File: src/hw/fcp_defines.vh
`ifndef FCP_DEFINES_VH
`define FCP_DEFINES_VH

// Register byte offsets on the APB bus.
`define FCP_REG_IN_IMAGE     8'h00
`define FCP_REG_OUT_IMAGE    8'h04
`define FCP_REG_SYS_CTRL     8'h08
`define FCP_REG_CNT_BASE     8'h10
`define FCP_REG_CNT_STRIDE   8'h08
`define FCP_REG_CNT_CTRL     8'h00
`define FCP_REG_CNT_VALUE    8'h04
`define FCP_REG_PLS_BASE     8'h20
`define FCP_REG_PLS_STRIDE   8'h10
`define FCP_REG_PLS_CTRL     8'h00
`define FCP_REG_PLS_PERIOD   8'h04
`define FCP_REG_PLS_WIDTH    8'h08
`define FCP_REG_PLS_COUNT    8'h0C

// Counter control fields.
`define FCP_CNT_SETUP_BIT    0
`define FCP_CNT_QUAD_BIT     1
`define FCP_CNT_HWDIR_BIT    2
`define FCP_CNT_DOWN_BIT     3

// Pulse control fields.
`define FCP_PLS_SETUP_BIT    0
`define FCP_PLS_START_BIT    1
`define FCP_PLS_TRAIN_BIT    2

// System control fields.
`define FCP_SYS_CARD_BIT     0

// Pin positions of the digital inputs and outputs.
`define FCP_QUAD_B_ZERO      4
`define FCP_COUNT_PIN_ZERO   20
`define FCP_PULSE_OUT_ZERO   20
`define FCP_QUAD_B_ONE       5
`define FCP_COUNT_PIN_ONE    22
`define FCP_PULSE_OUT_ONE    21

// Reset values.
`define FCP_RST_WORD         32'h0000_0000

// Timing: clock period and generator time base.
`define FCP_CLK_NS           10
`define FCP_TICK_NS          1000
`define FCP_TICK_CYCLES      ((`FCP_TICK_NS + `FCP_CLK_NS - 1) / `FCP_CLK_NS)
`define FCP_PWM_MIN_US       2
`define FCP_PWM_MIN_TICKS    ((`FCP_PWM_MIN_US * 1000) / `FCP_TICK_NS)
`define FCP_TRAIN_BATCH      8'hFF

`endif

File: src/hw/fcp_pulse_gen.v
`timescale 1ns/1ps
`default_nettype none
`include "fcp_defines.vh"

module fcp_pulse_gen (
    input  wire        pclk,     // Module clock.
    input  wire        presetn,  // Asynchronous reset, active low.
    input  wire        tick,     // One-cycle time-base enable, once per microsecond.
    input  wire        setup,    // One-cycle setup pulse that latches the parameters.
    input  wire        start,    // Level: generator enabled by software.
    input  wire        train,    // Mode: 1 pulse train, 0 PWM.
    input  wire [31:0] period,   // Period in ticks.
    input  wire [31:0] width,    // High time in ticks.
    input  wire [31:0] count,    // Number of pulses for a train.
    output reg         ready,    // Parameters have been latched.
    output reg         active,   // Generator owns the output.
    output reg         done,     // Train finished since last setup.
    output reg         pulse     // Generated waveform.
);

    //////////////////////////////////////////////////////////////////////////
    // Latched parameters and running state.
    reg        train_l;     // Latched mode.
    reg [31:0] period_l;    // Latched period, clamped to the legal minimum.
    reg [31:0] width_l;     // Latched high time.
    reg [31:0] remain;      // Pulses still to load into the batch counter.
    reg [7:0]  batch;       // Pulses left in the present batch.
    reg [31:0] timer;       // Position within the current period.
    wire [31:0] span;       // Period in the active resolution.
    wire        wrap;       // Last tick of the period.

    // The pulse train runs on a 16-bit timer, PWM on the full 32 bits.
    assign span = train_l ? {16'h0000, period_l[15:0]} : period_l;
    assign wrap = tick && (timer + 32'h0000_0001 >= span);

    // Splits a pulse count into one batch and the remainder, as {remain, batch}.
    function [39:0] split;
        input [31:0] n;
        begin
            if (n > {24'h00_0000, `FCP_TRAIN_BATCH})
                split = {n - {24'h00_0000, `FCP_TRAIN_BATCH}, `FCP_TRAIN_BATCH};
            else
                split = {`FCP_RST_WORD, n[7:0]};
        end
    endfunction

    //////////////////////////////////////////////////////////////////////////
    // Setup, start, period timing and train batch reloading.
    always @(posedge pclk or negedge presetn)
    begin
        if (!presetn)
        begin
            ready    <= 1'b0;
            active   <= 1'b0;
            done     <= 1'b0;
            pulse    <= 1'b0;
            train_l  <= 1'b0;
            period_l <= `FCP_RST_WORD;
            width_l  <= `FCP_RST_WORD;
            remain   <= `FCP_RST_WORD;
            batch    <= 8'h00;
            timer    <= `FCP_RST_WORD;
        end
        else if (setup)
        begin
            // Setup stops the generator and takes new parameters.
            ready    <= 1'b1;
            active   <= 1'b0;
            done     <= 1'b0;
            pulse    <= 1'b0;
            train_l  <= train;
            period_l <= (period < `FCP_PWM_MIN_TICKS) ? `FCP_PWM_MIN_TICKS : period;
            width_l  <= width;
            {remain, batch} <= split(count);
            timer    <= `FCP_RST_WORD;
        end
        else if (!start || !ready)
        begin
            // Disabled: the output image owns the pin again.
            active <= 1'b0;
            pulse  <= 1'b0;
            timer  <= `FCP_RST_WORD;
        end
        else if (!done)
        begin
            if (train_l && batch == 8'h00)
            begin
                // Train with nothing left (or a zero count) ends at once.
                active <= 1'b0;
                done   <= 1'b1;
                pulse  <= 1'b0;
            end
            else
            begin
                active <= 1'b1;
                pulse  <= (timer < width_l);
                if (wrap)
                begin
                    timer <= `FCP_RST_WORD;
                    if (train_l)
                    begin
                        // Reload the batch counter for trains beyond one batch.
                        {remain, batch} <= (batch == 8'h01 && remain != `FCP_RST_WORD)
                                           ? split(remain) : {remain, batch - 8'h01};
                    end
                end
                else if (tick)
                begin
                    timer <= timer + 32'h0000_0001;
                end
            end
        end
    end

endmodule // fcp_pulse_gen

`default_nettype wire

File: src/hw/fcp_top.v
`timescale 1ns/1ps
`default_nettype none
`include "fcp_defines.vh"

// Operation
// Two counters, set up, then value readable.
// Direction latched once at setup only.
// Counter inputs accepted up to 24 MHz.
// Quadrature X4 mode with fixed B inputs.
// Quadrature B input reads zero in image.
// Card mode disables hardware direction, channel zero.
// Two pulse generators, set up before output.
// Running generator drives its assigned output.
// Stopped generator returns output to image.
// Trains beyond 255 pulses reload batch count.
// PWM 32-bit, period from 2 us.
// Pulse train uses 16-bit timer.
// Image bits are not inverted.
// Counter value signed 32-bit two's complement.
// Quadrature counts every edge, phase gives direction.
// Count and direction pins per channel fixed.

module fcp_top (
    input  wire        pclk,     // Module clock, 100 MHz.
    input  wire        presetn,  // Asynchronous reset, active low.
    input  wire        psel,     // APB select.
    input  wire        penable,  // APB access phase.
    input  wire        pwrite,   // APB direction, 1 write.
    input  wire [7:0]  paddr,    // APB byte address.
    input  wire [31:0] pwdata,   // APB write data.
    output reg  [31:0] prdata,   // APB read data.
    output wire        pready,   // APB ready, always high.
    output wire        pslverr,  // APB error on unmapped address.
    input  wire [23:0] din,      // Digital input pins.
    output reg  [21:0] dout      // Digital output pins.
);

    //////////////////////////////////////////////////////////////////////////
    // Address decode helper.
    function hit;
        input [7:0] addr;
        input [7:0] off;
        begin
            hit = (addr == off);
        end
    endfunction

    //////////////////////////////////////////////////////////////////////////
    // Bus strobes. Transfers complete with no wait states.
    wire       wr_en;      // Write takes effect in the access phase.
    wire       rd_setup;   // Read data is fetched in the setup phase.
    wire       mapped;     // Address belongs to a register.

    assign pready   = 1'b1;
    assign wr_en    = psel && penable && pwrite;
    assign rd_setup = psel && !penable && !pwrite;
    assign mapped   = hit(paddr, `FCP_REG_IN_IMAGE) || hit(paddr, `FCP_REG_OUT_IMAGE)
                   || hit(paddr, `FCP_REG_SYS_CTRL)
                   || (paddr[7:4] == 4'h1 && paddr[1:0] == 2'b00)
                   || (paddr[7:5] == 3'b001 && paddr[1:0] == 2'b00);
    assign pslverr  = psel && penable && !mapped;

    //////////////////////////////////////////////////////////////////////////
    // Input synchronisers. Stage one feeds stage two only; stage three
    // keeps the previous sample for edge detection.
    reg [23:0] din_s1;     // First synchroniser stage.
    reg [23:0] din_s2;     // Second synchroniser stage.
    reg [23:0] din_s3;     // Previous settled sample.

    // At 100 MHz a 24 MHz input gives at least two samples per level.
    always @(posedge pclk or negedge presetn)
    begin
        if (!presetn)
        begin
            din_s1 <= 24'h00_0000;
            din_s2 <= 24'h00_0000;
            din_s3 <= 24'h00_0000;
        end
        else
        begin
            din_s1 <= din;
            din_s2 <= din_s1;
            din_s3 <= din_s2;
        end
    end

    //////////////////////////////////////////////////////////////////////////
    // Output image and system control registers.
    reg [21:0] out_image;  // Software output image.
    reg        card_mode;  // Memory-card mode enable.

    // Plain stores from the bus.
    always @(posedge pclk or negedge presetn)
    begin
        if (!presetn)
        begin
            out_image <= 22'h00_0000;
            card_mode <= 1'b0;
        end
        else if (wr_en)
        begin
            if (hit(paddr, `FCP_REG_OUT_IMAGE))
            begin
                out_image <= pwdata[21:0];
            end
            if (hit(paddr, `FCP_REG_SYS_CTRL))
            begin
                card_mode <= pwdata[`FCP_SYS_CARD_BIT];
            end
        end
    end

    //////////////////////////////////////////////////////////////////////////
    // Microsecond time base for the pulse generators.
    reg [7:0] tick_cnt;    // Divider count.
    reg       tick;        // One-cycle enable pulse.

    // Divides the clock down to one enable per microsecond.
    always @(posedge pclk or negedge presetn)
    begin
        if (!presetn)
        begin
            tick_cnt <= 8'h00;
            tick     <= 1'b0;
        end
        else if (tick_cnt == (`FCP_TICK_CYCLES - 1))
        begin
            tick_cnt <= 8'h00;
            tick     <= 1'b1;
        end
        else
        begin
            tick_cnt <= tick_cnt + 8'h01;
            tick     <= 1'b0;
        end
    end

    //////////////////////////////////////////////////////////////////////////
    // Counter channels.
    wire [63:0] cnt_value;  // Both counter values.
    wire [63:0] cnt_status; // Both counter control readbacks.
    wire [1:0]  quad_on;    // Quadrature mode per channel.

    genvar gc;
    generate
        for (gc = 0; gc < 2; gc = gc + 1)
        begin : g_cnt
            localparam [4:0] APIN = (gc == 0) ? `FCP_COUNT_PIN_ZERO : `FCP_COUNT_PIN_ONE;
            localparam [4:0] BPIN = (gc == 0) ? `FCP_QUAD_B_ZERO : `FCP_QUAD_B_ONE;
            localparam [7:0] CBASE = `FCP_REG_CNT_BASE + gc * `FCP_REG_CNT_STRIDE;
            reg        running;   // Channel has been set up.
            reg        quad;      // Quadrature mode latched at setup.
            reg        hwdir;     // Hardware direction chosen at setup.
            reg        down;      // Latched direction, 1 counts down.
            reg [31:0] value;     // Signed count.
            wire       a_now;     // Settled A level.
            wire       a_old;     // Previous A level.
            wire       b_now;     // Settled B level.
            wire       b_old;     // Previous B level.
            wire       dir_pin;   // Settled direction pin.
            reg        step;      // Count in this cycle.
            reg        step_dn;   // Raw step is downward.

            assign a_now   = din_s2[APIN];
            assign a_old   = din_s3[APIN];
            assign b_now   = din_s2[BPIN];
            assign b_old   = din_s3[BPIN];
            assign dir_pin = din_s2[APIN + 5'd1];

            // Step decode: single-input counting or X4 quadrature.
            always @*
            begin
                step    = 1'b0;
                step_dn = 1'b0;
                if (quad)
                begin
                    // Each edge of A or B steps once; B leading A counts down.
                    step    = (a_now ^ a_old) ^ (b_now ^ b_old) ? 1'b1 : 1'b0;
                    step_dn = (a_now ^ a_old) ? (a_now == b_now) : (a_now != b_now);
                end
                else
                begin
                    step = a_now && !a_old;
                end
            end

            // Setup latches mode and direction; the count runs afterwards.
            always @(posedge pclk or negedge presetn)
            begin
                if (!presetn)
                begin
                    running <= 1'b0;
                    quad    <= 1'b0;
                    hwdir   <= 1'b0;
                    down    <= 1'b0;
                    value   <= `FCP_RST_WORD;
                end
                else if (wr_en && hit(paddr, CBASE + `FCP_REG_CNT_CTRL)
                         && pwdata[`FCP_CNT_SETUP_BIT])
                begin
                    running <= 1'b1;
                    quad    <= pwdata[`FCP_CNT_QUAD_BIT];
                    value   <= `FCP_RST_WORD;
                    if (pwdata[`FCP_CNT_HWDIR_BIT] && !(gc == 0 && card_mode))
                    begin
                        hwdir <= 1'b1;
                        down  <= dir_pin;
                    end
                    else
                    begin
                        hwdir <= 1'b0;
                        down  <= pwdata[`FCP_CNT_DOWN_BIT];
                    end
                end
                else if (running && step)
                begin
                    // Wraps through the full two's-complement range.
                    if (step_dn ^ down)
                    begin
                        value <= value - 32'h0000_0001;
                    end
                    else
                    begin
                        value <= value + 32'h0000_0001;
                    end
                end
            end

            assign cnt_value[gc*32 +: 32]  = value;
            assign cnt_status[gc*32 +: 32] = {22'h00_0000, down, running, 4'h0,
                                              down, hwdir, quad, 1'b0};
            assign quad_on[gc] = quad && running;
        end
    endgenerate

    //////////////////////////////////////////////////////////////////////////
    // Pulse generator channels.
    wire [1:0]  pls_pulse;  // Generated waveforms.
    wire [1:0]  pls_active; // Generator owns its output.
    wire [63:0] pls_status; // Control readbacks.
    wire [127:0] pls_regs;  // Period and width per channel.

    genvar gp;
    generate
        for (gp = 0; gp < 2; gp = gp + 1)
        begin : g_pls
            localparam [7:0] PBASE = `FCP_REG_PLS_BASE + gp * `FCP_REG_PLS_STRIDE;
            reg [31:0] period;    // Period in microseconds.
            reg [31:0] width;     // High time in microseconds.
            reg [31:0] count;     // Pulse count for a train.
            reg        start;     // Software start level.
            reg        train;     // Pulse train mode select.
            reg        setup;     // One-cycle setup strobe.
            wire       ready;     // Parameters latched.
            wire       done;      // Train finished.

            // Parameter registers and the setup strobe.
            always @(posedge pclk or negedge presetn)
            begin
                if (!presetn)
                begin
                    period <= `FCP_RST_WORD;
                    width  <= `FCP_RST_WORD;
                    count  <= `FCP_RST_WORD;
                    start  <= 1'b0;
                    train  <= 1'b0;
                    setup  <= 1'b0;
                end
                else
                begin
                    setup <= 1'b0;
                    if (wr_en && hit(paddr, PBASE + `FCP_REG_PLS_PERIOD))
                        period <= pwdata;
                    if (wr_en && hit(paddr, PBASE + `FCP_REG_PLS_WIDTH))
                        width <= pwdata;
                    if (wr_en && hit(paddr, PBASE + `FCP_REG_PLS_COUNT))
                        count <= pwdata;
                    if (wr_en && hit(paddr, PBASE + `FCP_REG_PLS_CTRL))
                    begin
                        start <= pwdata[`FCP_PLS_START_BIT];
                        train <= pwdata[`FCP_PLS_TRAIN_BIT];
                        setup <= pwdata[`FCP_PLS_SETUP_BIT];
                    end
                end
            end

            fcp_pulse_gen u_gen (
                .pclk    (pclk),
                .presetn (presetn),
                .tick    (tick),
                .setup   (setup),
                .start   (start),
                .train   (train),
                .period  (period),
                .width   (width),
                .count   (count),
                .ready   (ready),
                .active  (pls_active[gp]),
                .done    (done),
                .pulse   (pls_pulse[gp])
            );

            assign pls_status[gp*32 +: 32] = {21'h00_0000, done, pls_active[gp], ready,
                                              5'h00, train, start, 1'b0};
            assign pls_regs[gp*64 +: 64]   = {width, period};
        end
    endgenerate

    //////////////////////////////////////////////////////////////////////////
    // Output pins: the image, with generator-owned bits overridden.
    // Image ones drive high; no inversion anywhere.
    always @(posedge pclk or negedge presetn)
    begin
        if (!presetn)
        begin
            dout <= 22'h00_0000;
        end
        else
        begin
            dout <= out_image;
            if (pls_active[0])
                dout[`FCP_PULSE_OUT_ZERO] <= pls_pulse[0];
            if (pls_active[1])
                dout[`FCP_PULSE_OUT_ONE] <= pls_pulse[1];
        end
    end

    //////////////////////////////////////////////////////////////////////////
    // Input image: settled levels, with quadrature B bits forced low.
    reg [23:0] in_image;   // Masked input image.

    always @*
    begin
        in_image = din_s2;
        if (quad_on[0])
            in_image[`FCP_QUAD_B_ZERO] = 1'b0;
        if (quad_on[1])
            in_image[`FCP_QUAD_B_ONE] = 1'b0;
    end

    //////////////////////////////////////////////////////////////////////////
    // Read data is captured in the setup phase and held for the access.
    always @(posedge pclk or negedge presetn)
    begin
        if (!presetn)
        begin
            prdata <= `FCP_RST_WORD;
        end
        else if (rd_setup)
        begin
            case (paddr)
                `FCP_REG_IN_IMAGE:  prdata <= {8'h00, in_image};
                `FCP_REG_OUT_IMAGE: prdata <= {10'h000, out_image};
                `FCP_REG_SYS_CTRL:  prdata <= {31'h0000_0000, card_mode};
                8'h10:              prdata <= cnt_status[31:0];
                8'h14:              prdata <= cnt_value[31:0];
                8'h18:              prdata <= cnt_status[63:32];
                8'h1C:              prdata <= cnt_value[63:32];
                8'h20:              prdata <= pls_status[31:0];
                8'h24:              prdata <= pls_regs[31:0];
                8'h28:              prdata <= pls_regs[63:32];
                8'h2C:              prdata <= g_pls[0].count;
                8'h30:              prdata <= pls_status[63:32];
                8'h34:              prdata <= pls_regs[95:64];
                8'h38:              prdata <= pls_regs[127:96];
                8'h3C:              prdata <= g_pls[1].count;
                default:            prdata <= `FCP_RST_WORD;
            endcase
        end
    end

endmodule // fcp_top

`default_nettype wire

File: config.mk
export PLATFORM = sky130hd
export DESIGN_NAME = fcp_top
export DESIGN_NICKNAME = d
export VERILOG_FILES = /design/src/hw/fcp_pulse_gen.v /design/src/hw/fcp_top.v
export VERILOG_INCLUDE_DIRS = /design/src /design/src/hw
export SDC_FILE = /design/constraint.sdc
export NUM_CORES = 2
export LEC_CHECK = 0
export ABC_AREA = 1
export BUFFER_PORTS_ARGS = -buffer_cell sky130_fd_sc_hd__buf_4
export CAP_MARGIN = 30
export CORE_UTILIZATION = 35
export CTS_CLUSTER_DIAMETER = 50
export DETAILED_ROUTE_END_ITERATION = 8
export PLACE_DENSITY = 0.49
export SKIP_LAST_GASP = 1
export SYNTH_ARGS = -nofsm -noshare
export SYNTH_HDL_FRONTEND = slang
export SYNTH_SLANG_ARGS = --single-unit
export TNS_END_PERCENT = 50
File: constraint.sdc
create_clock -name pclk -period 4.7 [get_ports pclk]
set_clock_uncertainty 0.1 [all_clocks]
set_input_delay 0.705 -clock pclk [delete_from_list [all_inputs] [get_ports pclk]]
set_output_delay 0.705 -clock pclk [all_outputs]
set_load 0.03 [all_outputs]
==> impl_metrics.csv <==
group,metric,value,unit
clock_network,clk_latency,0.70,ns
final_layout,nets,5739,
final_layout,fin_cells,7053,
detailed_routing,wl_per_cell,22.17,um
synth,synth.avg_cell_area,7.528,um2
floorplan,die_area,0.1158,mm2
power,p_leak,0.02276,uW
clock_network,path_clk_slew,0.06,ns
critical_path,critPathMaxFanout,13,
flow_run,cap_violations,0,
critical_path,path_depth,17,
detailed_routing,ant_nets,0,
grt,grt.busiest_layer,"met2",
critical_path,crit_path_max_incr_delay,0.45,ns
min_path,hold_class,"in -> reg",
sta,rsz0062_at_grt,"false",
critical_path,path_delay_family,"simple AND/OR/NAND/NOR gates",
synth,ys_async_sr_fraction,100.0,%
synth,synth_edf_count,0,
final_layout,final_area,0.04642,mm2
final_layout,final_common_cell,"nand2_1",
critical_path,rr_worst_depth,17,
final_layout,fin_util,41.09,%
detailed_routing,remaining_drc_errors,0,
grt,grt_antenna_before_repair,15,
placed_design,routabilityCongestion,0.9420,
critical_path,worst-endpoint-arrival,4.49,ns
sta,tightest_slew,1.020,ns
critical_path,cp.required,5.15,ns
synth,synth_top_flop_cell,"dfrtp_1",
synth,synth.cell_area,0.04004,mm2
clock_network,clock-sinks,690,
power,peakVddDrop,0.3658,mV
clock_network,cts_setup_buffers,0,
clock_network,cts_made_buffers,103,
placed_design,placed_cell_area,0.04260,mm2
synth,syn_nets,5591,
min_path,hold_depth,1,
grt,grt_pass1_vias,35106,
synth,synth_cell_types,57,
grt,track_usage,26.90,%
placed_design,placedCellCount,6838,
synth,ys_seq_area_share,43.12,%
critical_path,end_kind,"flip-flop",
sta,max_slew_margin,31.96,%
floorplan,core_area,0.1130,mm2
floorplan,initial_core_util,35.45,%
synth,yosys_register_bits,690,
sta,slew_violations,0,
critical_path,crit_path_cell_trace,"nand3_1 > nor2_1 > nand3_1 > nor2_1 > nand2_1 > xor2_1 > inv_1 > ha_1 > nand2_1 > nor2_1 > nand2_1 > nor4b_1 > nand2_1 > nand2_1 > nand2_1 > nand2_1 > o21ai_0",
placed_design,hpwl,119300,um
sta,fin_setup_tns,0,ns
power,power_density,408.9,mW/mm2
outcome,status,"finished clean",
floorplan,die-height,340.2,um
grt,met2_usage,41.00,%
clock_network,clock_path_buffers,3,
grt,grtUsageMet1,38.90,%
critical_path,crit_type,"reg -> reg",
sta,period_needed,4.039,ns
critical_path,start_kind,"flip-flop",
grt,grt_max_degree,95,
detailed_routing,first_pass_iters,6,
critical_path,cp.buffers_inverters,1,
critical_path,crit_slowest_cell,"dfrtp_1",
synth,synthCells,5319,
detailed_routing,drt-vias-per-instance,5.253,
floorplan,io_pins,125,
synth,yosys_warnings,0,
grt,grt_overflow_total,0,
clock_network,h-tree-depth,3,
floorplan,die_w,340.2,um
critical_path,critPathMostFrequentCell,"nand2_1",
clock_network,cts_root_buffer,"clkbuf_16",
grt,grt_pass1_wl,234000,um
sta,period_share,85.94,%
sta,hold_viol_final,0,
power,power.total,18980,uW
sta,fmax,247.6,MHz
detailed_routing,finalWirelength,156400,um
floorplan,placementRows,123,
placed_design,io_buffers,123,
grt,met3_usage,3.781,%
clock_network,cts_tree,"built",
detailed_routing,vias,37047,
sta,setup_viol,0,
detailed_routing,first_iter_violations,3626,
final_layout,drive_above_1_share,8.018,%
final_layout,final_cell_mix,"1,575 x nand2_1, 688 x dfrtp_1, 637 x o21ai_0",
final_layout,area_growth,15.93,%
[path summary, 6_finish.rpt]
path                                         start                 endpoint  slack (ns)
max                        g_pls[0].u_gen.timer[2]  g_pls[0].u_gen.batch[7]        0.66
min                                        din[10]               din_s1[10]        0.04
min reg2reg                             din_s1[19]               din_s2[19]        0.25
max reg2reg                g_pls[0].u_gen.timer[2]  g_pls[0].u_gen.batch[7]        0.66
max in group asynchronous                  presetn            out_image[17]        2.80
min in group asynchronous                  presetn              tick_cnt[7]        0.55
[state kept, by name (all words and copies together) (netlist names), 4 cells and up]
signal,count
g_pls.count,64
g_pls.u_gen.period_l,64
g_pls.u_gen.width_l,64
prdata,32
din_s2,24
g_pls.u_gen.batch,16
din_s3,4
din_s1,24
g_pls.period,64
g_cnt.value,64
out_image,22
g_pls.width,64
g_pls.u_gen.timer,64
g_pls.u_gen.remain,64
dout,22
tick_cnt,8
[synth_stat cells, types with 19 or more instances]
cell type,number,share of area [%]
nor3_1,56,0.70
nor4_1,36,0.56
xnor2_1,22,0.48
dfrtp_1,690,43
nand2_1,1579,15
o22ai_1,78,1.2
inv_1,535,5.0
nand3_1,331,4.1
a21oi_1,243,3.0
buf_2,42,0.52
nor2_1,373,3.5
clkbuf_1,88,0.82
nand4_1,64,1.0
o21ai_0,637,8.0
a22o_1,19,0.42
o21ai_1,23,0.29
xor2_1,105,2.3
ha_1,201,6.3
[through the flow]
step | worst slack [ns] | hold slack [ns]
CTS | 0.7327 | 0.004405
floorplan | 1.332 | 0.2312
detailed placement | 0.7561 | 0.2347
finish | 0.6608 | 0.03948
global route | 0.2948 | 0.01414
global placement | 0.7773 | 0.2321
[where the power goes]
part           leakage (uW)  total [uW]  switching (uW)  internal, uW
logic                0.0117        4260            2900          1360
registers           0.00934        6670             369          6300
clock network       0.00173        8050            3070          4980
[layer usage]
layer / vias to the layer above / wire (um)
li1: 17852 / -
met5: - / 35
met3: 231 / 9932
met2: 1136 / 68940
met4: 6 / 5591
met1: 17822 / 71850
[logic make-up after synthesis]
logic type / Yosys count / share of synthesized area (%)
compound gates: 1062 / 14.12
xor+xnor: 127 / 2.778
fa+ha+maj: 203 / 6.380
buf+inv: 713 / 7.149
flops: 690 / 43.12
other cells: 1 / 0.009365
simple gates: 2523 / 26.44
[area by class of cell]
type / count / area, um2
fill: 11710 / 66540
multi-input combinational: 3916 / 19930
sequential: 690 / 17270
clock buffer: 134 / 2865
inverter: 554 / 2082
tap: 1500 / 1877
timing repair buffer: 202 / 1682
clock inverter: 54 / 701.9
antenna: 3 / 7.507
[what timing repair did]
item / CTS / global route
gates resized for setup: 0 / 0
endpoints found under the hold margin: 27 / 0
hold buffers: 23 / 0
Power figures use the tool's default switching activity.
